<file path="src/logic/cfc_pkg.sv">
// shared constants and types of the chopper and fault control block
package cfc_pkg;
	// timing: blanking interval, about 1 us, as least on time
	localparam int CORE_CLK_MHZ = 100;
	localparam int BLANK_NS = 1000;
	localparam int BLANK_CYCLES = (BLANK_NS * CORE_CLK_MHZ + 999) / 1000;
	localparam int BLANK_W = 8;
	// synchroniser depth
	localparam int SYNC_STAGES = 2;

	// three-level pin code
	typedef enum logic [1:0] {
		CFC_LVL_LOW = 2'b00,
		CFC_LVL_HIGH = 2'b01,
		CFC_LVL_FLOAT = 2'b10
	} cfc_tri_t;

	// bridge low-side/high-side drive of one winding
	typedef struct packed {
		logic hiA;
		logic loA;
		logic hiB;
		logic loB;
	} cfc_bridge_t;

	localparam cfc_bridge_t BRIDGE_OFF = 4'h0;

	// decoded configuration carried to the host-facing logic
	typedef struct packed {
		cfc_tri_t microstepSelectLo;
		logic [1:0] microstepSelectHi;
		cfc_tri_t stallModeSelect;
		cfc_tri_t enableSel;
	} cfc_cfg_t;

	// chopper phase states
	typedef enum logic [1:0] {
		CFC_IDLE = 2'b00,
		CFC_DRIVE = 2'b01,
		CFC_DECAY = 2'b10
	} cfc_state_t;
endpackage

</file>
<file path="src/logic/cfc_chopper.sv">
// one winding chopper: drive until trip, slow decay until valley
`timescale 1ns/10ps
module cfc_chopper
	import cfc_pkg::*;
#(
	parameter int BLANK_COUNT = BLANK_CYCLES
) (
	// clock and reset
	input wire logic core_clk,
	input wire logic rst_n,
	// control
	input wire logic runEn,
	input wire logic polarity,
	// synchronised comparators
	input wire logic tripHit,
	input wire logic valleyHit,
	// bridge drive
	output cfc_bridge_t bridge,
	output logic decayActive
);
	cfc_state_t state_q;
	logic [BLANK_W-1:0] blankCnt_q;
	logic blanked;

	assign blanked = (blankCnt_q != '0);

	// blank counter restarts at each drive start
	always_ff @(posedge core_clk or negedge rst_n) begin
		if (!rst_n) begin
			blankCnt_q <= '0;
		end else if (!runEn) begin
			blankCnt_q <= '0;
		end else if (state_q != CFC_DRIVE) begin
			blankCnt_q <= BLANK_W'(BLANK_COUNT);
		end else if (blanked) begin
			blankCnt_q <= blankCnt_q - 1'b1;
		end
	end

	always_ff @(posedge core_clk or negedge rst_n) begin
		if (!rst_n) begin
			state_q <= CFC_IDLE;
		end else if (!runEn) begin
			state_q <= CFC_IDLE;
		end else begin
			unique case (state_q)
				CFC_IDLE: begin
					state_q <= CFC_DRIVE;
				end
				CFC_DRIVE: begin
					// comparator ignored while blanked, so drive lasts at least the blank
					if (!blanked && tripHit) begin
						state_q <= CFC_DECAY;
					end
				end
				CFC_DECAY: begin
					// no fixed off time: only the valley ends decay
					if (valleyHit) begin
						state_q <= CFC_DRIVE;
					end
				end
				default: begin
					state_q <= CFC_IDLE;
				end
			endcase
		end
	end

	always_ff @(posedge core_clk or negedge rst_n) begin
		if (!rst_n) begin
			bridge <= BRIDGE_OFF;
			decayActive <= 1'b0;
		end else begin
			decayActive <= 1'b0;
			bridge <= BRIDGE_OFF;
			if (runEn && state_q == CFC_DECAY) begin
				// slow decay only: both low sides on, never reversed drive
				bridge <= '{hiA: 1'b0, loA: 1'b1, hiB: 1'b0, loB: 1'b1};
				decayActive <= 1'b1;
			end else if (runEn && state_q != CFC_IDLE) begin
				bridge <= polarity ? cfc_bridge_t'{hiA: 1'b1, loA: 1'b0, hiB: 1'b0, loB: 1'b1}
					: cfc_bridge_t'{hiA: 1'b0, loA: 1'b1, hiB: 1'b1, loB: 1'b0};
			end
		end
	end
endmodule

</file>
<file path="src/logic/cfc_top.sv">
// bridge chopping, lockouts, fault and stall report pins
`timescale 1ns/10ps
// How it works
// - slow decay is the only decay mode
// - at threshold, both low sides recirculate current
// - decay from trip level until valley level
// - no fixed off time; valley ends decay
// - comparator ignored for about 1 us blanking
// - blanking is the minimum drive time
// - fault pin pulled low on any fault
// - fault pin released after clean power-up
// - stall report released when stall detected
// - stall report pulled low after learning success
// - stall report held low externally suppresses stall faults
// - supply lockout: bridges off, fault, pump off
// - supply lockout clear: resume, release fault automatically
// - pump lockout: bridges off, fault, pump on
// - pump lockout clear: resume, release fault automatically
// - logic supply off in sleep or no supply
// - lower microstep, stall mode, enable are three-level
// - upper microstep select is four-level
// - step, direction, sleep request are two-level
module cfc_top
	import cfc_pkg::*;
#(
	parameter int BLANK_COUNT = cfc_pkg::BLANK_CYCLES
) (
	// clock and reset
	input wire logic core_clk,
	input wire logic rst_n,
	// supply monitors, asynchronous
	input wire logic supplyLowLockout,
	input wire logic pumpLowLockout,
	input wire logic motorSupplyOk,
	// winding current comparators, asynchronous
	input wire logic [1:0] tripLevel,
	input wire logic [1:0] valleyLevel,
	// winding polarity from indexer, same domain
	input wire logic [1:0] windingPolarity,
	// other fault sources, same domain
	input wire logic otherFault,
	input wire logic stallDetected,
	input wire logic learnDone,
	// logic pins, asynchronous
	input wire logic stepIn,
	input wire logic dirIn,
	input wire logic lowPowerRequest,
	// multi-level pins: pull-up and pull-down probe comparators
	input wire logic [1:0] microstepSelectLoRaw,
	input wire logic [1:0] stallModeSelectRaw,
	input wire logic [1:0] enableRaw,
	input wire logic [1:0] microstepSelectHiRaw,
	// open-drain pins
	input wire logic stallReportIn,
	output logic faultFlagLowOut,
	output logic faultFlagLowOe,
	output logic stallReportOut,
	output logic stallReportOe,
	// bridge, pump and regulator
	output cfc_bridge_t bridgeA,
	output cfc_bridge_t bridgeB,
	output logic pumpEnable,
	output logic logicSupplyOut,
	// decoded inputs
	output cfc_cfg_t cfgOut,
	output logic stepOut,
	output logic dirOut,
	output logic stallReportSuppressed
);
	localparam int NSYNC = 19;
	logic [NSYNC-1:0] syncRaw;
	logic [NSYNC-1:0] sync1_q;
	logic [NSYNC-1:0] sync2_q;
	logic uvS, cpS, vmS, sleepReqS, stallPinS, stepS, dirS;
	logic [1:0] tripS, valleyS;
	logic [1:0] m0S, smS, enS, m1S;
	logic bridgeRun;
	logic anyFault;
	logic stallFault;
	logic learnMode;
	cfc_bridge_t [1:0] bridgeD;
	logic [1:0] stallOeDly_q;

	// three-level decode from a high and low probe pair
	function automatic cfc_tri_t decodeTri(input logic [1:0] p);
		if (p == 2'b11) begin
			decodeTri = CFC_LVL_HIGH;
		end else if (p == 2'b00) begin
			decodeTri = CFC_LVL_LOW;
		end else begin
			decodeTri = CFC_LVL_FLOAT;
		end
	endfunction

	assign syncRaw = {supplyLowLockout, pumpLowLockout, motorSupplyOk, tripLevel, valleyLevel,
		stepIn, dirIn, lowPowerRequest, microstepSelectLoRaw, stallModeSelectRaw, enableRaw,
		microstepSelectHiRaw, stallReportIn};

	// two flops for every pin input; only stage two is read
	always_ff @(posedge core_clk or negedge rst_n) begin
		if (!rst_n) begin
			sync1_q <= '0;
			sync2_q <= '0;
		end else begin
			sync1_q <= syncRaw;
			sync2_q <= sync1_q;
		end
	end

	assign {uvS, cpS, vmS, tripS, valleyS, stepS, dirS, sleepReqS, m0S, smS, enS, m1S, stallPinS} = sync2_q;

	// bridge runs only with no lockout and awake
	assign bridgeRun = !uvS && !cpS && vmS && sleepReqS && !otherFault;

	genvar w;
	generate
		for (w = 0; w < 2; w++) begin : gWinding
			cfc_chopper #(
				.BLANK_COUNT(BLANK_COUNT)
			) uChop (
				.core_clk(core_clk),
				.rst_n(rst_n),
				.runEn(bridgeRun),
				.polarity(windingPolarity[w]),
				.tripHit(tripS[w]),
				.valleyHit(valleyS[w]),
				.bridge(bridgeD[w]),
				.decayActive()
			);
		end
	endgenerate

	// learning mode is stall mode floating
	assign learnMode = (decodeTri(smS) == CFC_LVL_FLOAT);
	// stall fault only counts outside learning and when not suppressed
	assign stallFault = stallDetected && !learnMode && stallPinS;
	// fault is a plain level of live sources, so it self-clears
	assign anyFault = uvS || cpS || otherFault || stallFault;

	// fault pin: oe low drives low; released at reset
	always_ff @(posedge core_clk or negedge rst_n) begin
		if (!rst_n) begin
			faultFlagLowOut <= 1'b0;
			faultFlagLowOe <= 1'b1;
		end else begin
			faultFlagLowOut <= 1'b0;
			faultFlagLowOe <= !anyFault;
		end
	end

	// stall report: pulled low normally or after learning, released on stall
	always_ff @(posedge core_clk or negedge rst_n) begin
		if (!rst_n) begin
			stallReportOut <= 1'b0;
			stallReportOe <= 1'b1;
		end else begin
			stallReportOut <= 1'b0;
			if (learnMode) begin
				stallReportOe <= !learnDone;
			end else begin
				stallReportOe <= stallDetected;
			end
		end
	end

	// release state delayed to line up with the synchronised pin sense
	always_ff @(posedge core_clk or negedge rst_n) begin
		if (!rst_n) begin
			stallOeDly_q <= 2'b00;
		end else begin
			stallOeDly_q <= {stallOeDly_q[0], stallReportOe};
		end
	end

	always_ff @(posedge core_clk or negedge rst_n) begin
		if (!rst_n) begin
			stallReportSuppressed <= 1'b0;
		end else begin
			// pin low while we release it means someone outside holds it
			stallReportSuppressed <= !stallPinS && stallOeDly_q[1] && !learnMode;
		end
	end

	// pump off in supply lockout, asleep or unpowered; regulator off asleep or unpowered
	always_ff @(posedge core_clk or negedge rst_n) begin
		if (!rst_n) begin
			pumpEnable <= 1'b0;
			logicSupplyOut <= 1'b0;
		end else begin
			pumpEnable <= !uvS && vmS && sleepReqS;
			logicSupplyOut <= vmS && sleepReqS;
		end
	end

	// bridges forced off in lockout, one cycle shorter path than chopper stop
	always_ff @(posedge core_clk or negedge rst_n) begin
		if (!rst_n) begin
			bridgeA <= BRIDGE_OFF;
			bridgeB <= BRIDGE_OFF;
		end else begin
			bridgeA <= bridgeRun ? bridgeD[0] : BRIDGE_OFF;
			bridgeB <= bridgeRun ? bridgeD[1] : BRIDGE_OFF;
		end
	end

	// input decode
	always_ff @(posedge core_clk or negedge rst_n) begin
		if (!rst_n) begin
			cfgOut <= '{CFC_LVL_LOW, 2'b00, CFC_LVL_LOW, CFC_LVL_LOW};
			stepOut <= 1'b0;
			dirOut <= 1'b0;
		end else begin
			cfgOut.microstepSelectLo <= decodeTri(m0S);
			cfgOut.stallModeSelect <= decodeTri(smS);
			cfgOut.enableSel <= decodeTri(enS);
			cfgOut.microstepSelectHi <= m1S;
			stepOut <= stepS;
			dirOut <= dirS;
		end
	end
endmodule

</file>
<file path="config.mk">
export PLATFORM = sky130hd
export DESIGN_NAME = cfc_top
export DESIGN_NICKNAME = d
export VERILOG_FILES = /design/src/logic/cfc_pkg.sv /design/src/logic/cfc_chopper.sv /design/src/logic/cfc_top.sv
export SDC_FILE = /design/constraint.sdc
export NUM_CORES = 1
export LEC_CHECK = 0
export ABC_AREA = 1
export BUFFER_PORTS_ARGS = -buffer_cell sky130_fd_sc_hd__buf_2
export CORE_MARGIN = 3
export CORE_UTILIZATION = 28
export DETAILED_ROUTE_END_ITERATION = 10
export MAX_ROUTING_LAYER = met4
export PLACE_DENSITY = 0.46
export SLEW_MARGIN = 25
export SYNTH_ARGS = -nofsm -noshare
export SYNTH_HDL_FRONTEND = slang
export SYNTH_SLANG_ARGS = --single-unit
export TNS_END_PERCENT = 1
</file>
<file path="constraint.sdc">
create_clock -name core_clk -period 1.2 [get_ports core_clk]
set_input_delay 0.12 -clock core_clk [delete_from_list [all_inputs] [get_ports core_clk]]
set_output_delay 0.12 -clock core_clk [all_outputs]
set_load 0.05 [all_outputs]
</file>
==> metrics.txt <==
status finished with violations; failing checks setup timing; Max rail drop VDD between 0.0007 and 0.0008 V; Netlist cell types 25; initial antenna violation count 0; Hold Vio Cnt, Final 0; startpoint types register; crit share post-route 102%; largest family of logic cells by synthesized area simple AND/OR/NAND/NOR gates; Syn-to-layout area delta 35.2%; Seq cells post-synth 91; PortBufs 48; Routed WL per cell approximately 10 µm; GRT Total Usage roughly a tenth; vias in the first global route about 2,200; Synth Area in Adders under 10%; arrival time worst endpoint around 1.5 ns; post-synthesis mux area share 0%; DR iter-0 viols between 80 and 90; Power Dens Cells 1420 mW/mm²; Post-Syn Area 0.00328 mm²; met3 routed WL between 200 and 250 µm; total gr overflow 0; first-pass GRT wire length 9820 µm; register area approximately 0.0023 mm²; drt first pass iters 6; Worst Path Required between 1 and 1.5 ns; initial cell density of the core a little under 30%; top layer used by detailed routing met4; Clock Skew around 0.0056 ns; Post-Synthesis Cells 300; Setup violations, final 9; Root Buffer clkbuf_16; Skew-Pair Late Insertion Delay between 0.3 and 0.4 ns; Inserted Clock Buffers 9; Pleak about 2.3 nW; CTS Buffer Depth 2; Slew Limit Fails 0; Worst Slack Setup Final -0.0241 ns; largest net degree at the start of global routing 30; total length of routed met2 wires about 2800 µm; Routability Congestion between 0.8 and 0.9; Synth Area in XOR/XNOR 0%; nets@finish between 400 and 500; DRT met1 WL around 2600 µm; Antenna Diode Count 0; vias per cell 3.98; hpwl dp between 4000 and 5000 µm; worst hold slack 0.0189 ns; CP endpoint kind register; io pins between 50 and 60; Util after Layout 39.9%; Die W roughly 110 µm; crit path time final around 1.2 ns; Post-Place Cells 503; number of cells in the finished layout apart from fillers 545; Reg clk slew, reported paths roughly 0.070 ns; Avg Inst Size Synth ~11 µm²; die span in y between 100 and 150 µm; layout cells sized above 1 between 30 and 40%; vias post-DR around 2,200; footprint of the multi-input gates approximately 840 µm²; Clock Sink Count 91; RSZ-0062 raised after global routing true; MaxCap Viol Count 0; compound-cell area share of the yosys netlist 4.81%; core footprint 0.0111 mm²; post-synthesis simple-gate area fraction between 10% and 20%; die area around 0.013 mm²; Final ANT Viol Nets 0; post-synthesis sequential area ratio a little over two thirds; YS warnings 0; f_max 817 MHz; Crit Path Class reg2reg; TNS Setup -0.108 ns; Row Count 38; WL final around 5700 µm; critical path fanouts, max 11; filler cell count in the final layout ~1,100; CTS tree yes; Worst Hold Class in2reg; DRC 0; CTS H-tree lvls 3
## what timing repair did
item	4_1_cts	5_1_grt
endpoints found under the hold margin	100	0
endpoints found under the setup margin	25	34
buffers inserted	3	1
pin swaps	5	3
hold buffers	22	0
gates resized for setup	18	14
## layout make-up
cell class,instances,share of cell area (%)
Inverter,55,4.65
Multi-Input combinational cell,152,18.8
Timing Repair Buffer,91,14.8
Sequential cell,91,51.4
Clock buffer,10,5.16
Clock inverter,6,1.24
Tap cell,140,3.95
## Yosys cell counts
| cell | number | area [µm²] |
|---|---|---|
| a21oi_1 | 11 | 55.1 |
| buf_6 | 1 | 11.3 |
| nor3_1 | 1 | 5.00 |
| conb_1 | 1 | 3.75 |
| nand3_4 | 1 | 17.5 |
| inv_2 | 4 | 15.0 |
| o21ai_1 | 1 | 5.00 |
| dfstp_2 | 2 | 52.6 |
| nand3_1 | 11 | 55.1 |
| nand2_2 | 3 | 18.8 |
| nor2_1 | 38 | 143 |
| dfrtp_1 | 89 | 2230 |
| o211ai_1 | 2 | 15.0 |
| nor3b_1 | 1 | 7.51 |
| o21ai_2 | 2 | 17.5 |
| nor2_4 | 5 | 56.3 |
| buf_4 | 2 | 15.0 |
| nand4_1 | 2 | 12.5 |
| nand2_1 | 51 | 191 |
| inv_1 | 51 | 191 |
| o21ai_0 | 10 | 50.1 |
| ha_1 | 7 | 87.6 |
| a21oi_2 | 1 | 8.76 |
| nor2_2 | 2 | 12.5 |
| a31oi_1 | 1 | 6.26 |
## placed cells by master (no fill, tap or decap), types with 2 or more instances in the layout
master,instances
nor2_4,7
dlygate4sd3_1,22
inv_1,44
nand2_1,48
a21oi_1,9
nor2_2,2
clkbuf_16,9
inv_8,2
buf_2,45
inv_6,2
nand4_1,2
dfrtp_1,89
nor2_1,36
buf_12,2
nand2_2,4
o211ai_1,2
o21ai_1,6
o21ai_2,3
buf_4,21
nand2_4,2
nand3_1,11
ha_1,5
a21oi_2,3
o21ai_0,4
dfstp_2,2
conb_1,2
inv_2,11
clkinvlp_4,2
## power breakdown
group	total [mW]	internal, mW	leakage, nW	switching [mW]
registers	3.21	3.18	1.15	0.0325
clock network	2.64	1.45	0.134	1.19
logic	0.457	0.163	0.980	0.295
total	6.31	4.79	2.26	1.52
## through the flow
stage / worst slack [ns] / total power, mW / cell area [µm²]
floorplan: 0.0377 / 3.48 / 3280
global placement: -0.0960 / 3.66 / 3830
detailed placement: -0.0936 / 3.67 / 3830
CTS: -0.0822 / 6.43 / 4390
global route: -0.124 / 6.62 / 4440
finish: -0.0241 / 6.31 / 4440
## sequential cells by signal, summed over array words and instances, names as in the netlist
| signal | count |
|---|---|
| faultFlagLowOe | 1 |
| stepOut | 1 |
| logicSupplyOut | 1 |
| bridgeA | 4 |
| stallReportOe | 1 |
| sync1_q | 19 |
| bridgeB | 4 |
| stallReportSuppressed | 1 |
| gWinding.uChop.bridge | 8 |
| stallOeDly_q | 2 |
| cfgOut | 8 |
| gWinding.uChop.state_q | 4 |
| pumpEnable | 1 |
| gWinding.uChop.blankCnt_q | 16 |
| dirOut | 1 |
| sync2_q | 19 |
## path summary, 6_finish.rpt
check,start,end,slack (ns),cells after the start
worst max-delay path,sync2_q[18],gWinding[1].uChop.blankCnt_q[4],-0.02,6
worst min-delay path,windingPolarity[1],gWinding[1].uChop.bridge[0],0.02,3
worst max register to register,sync2_q[18],gWinding[1].uChop.blankCnt_q[4],-0.02,6
worst min register to register,sync2_q[11],stepOut,0.35,0
max in group asynchronous,rst_n,stallReportOe,0.48,3
min in group asynchronous,rst_n,gWinding[1].uChop.state_q[0],0.22,2
## worst max-delay path: stages, from the launching register on
cell     delay [ns]
dfrtp_1        0.40
nor2_4         0.12
nand3_4        0.17
nor2_4         0.20
inv_2          0.09
nor2_4         0.09
nor2_1         0.05
## cell families (layout without fill, tap and decap cells)
group | Yosys count | after routing
flip-flops | 91 | 91
other | 1 | 2
AND/OR/NAND/NOR | 115 | 115
buffers and inverters | 58 | 162
AO/OA/AOI/OAI | 28 | 28
adder cells (fa/ha/maj) | 7 | 7
## metal layers
metal / vias up / track usage (%)
li1: 1107 / -
met1: 1015 / 11.4
met2: 37 / 16.0
met3: 10 / 2.85
met4: 0 / 4.04
met5: - / -
(Power assumes the default switching activity.)
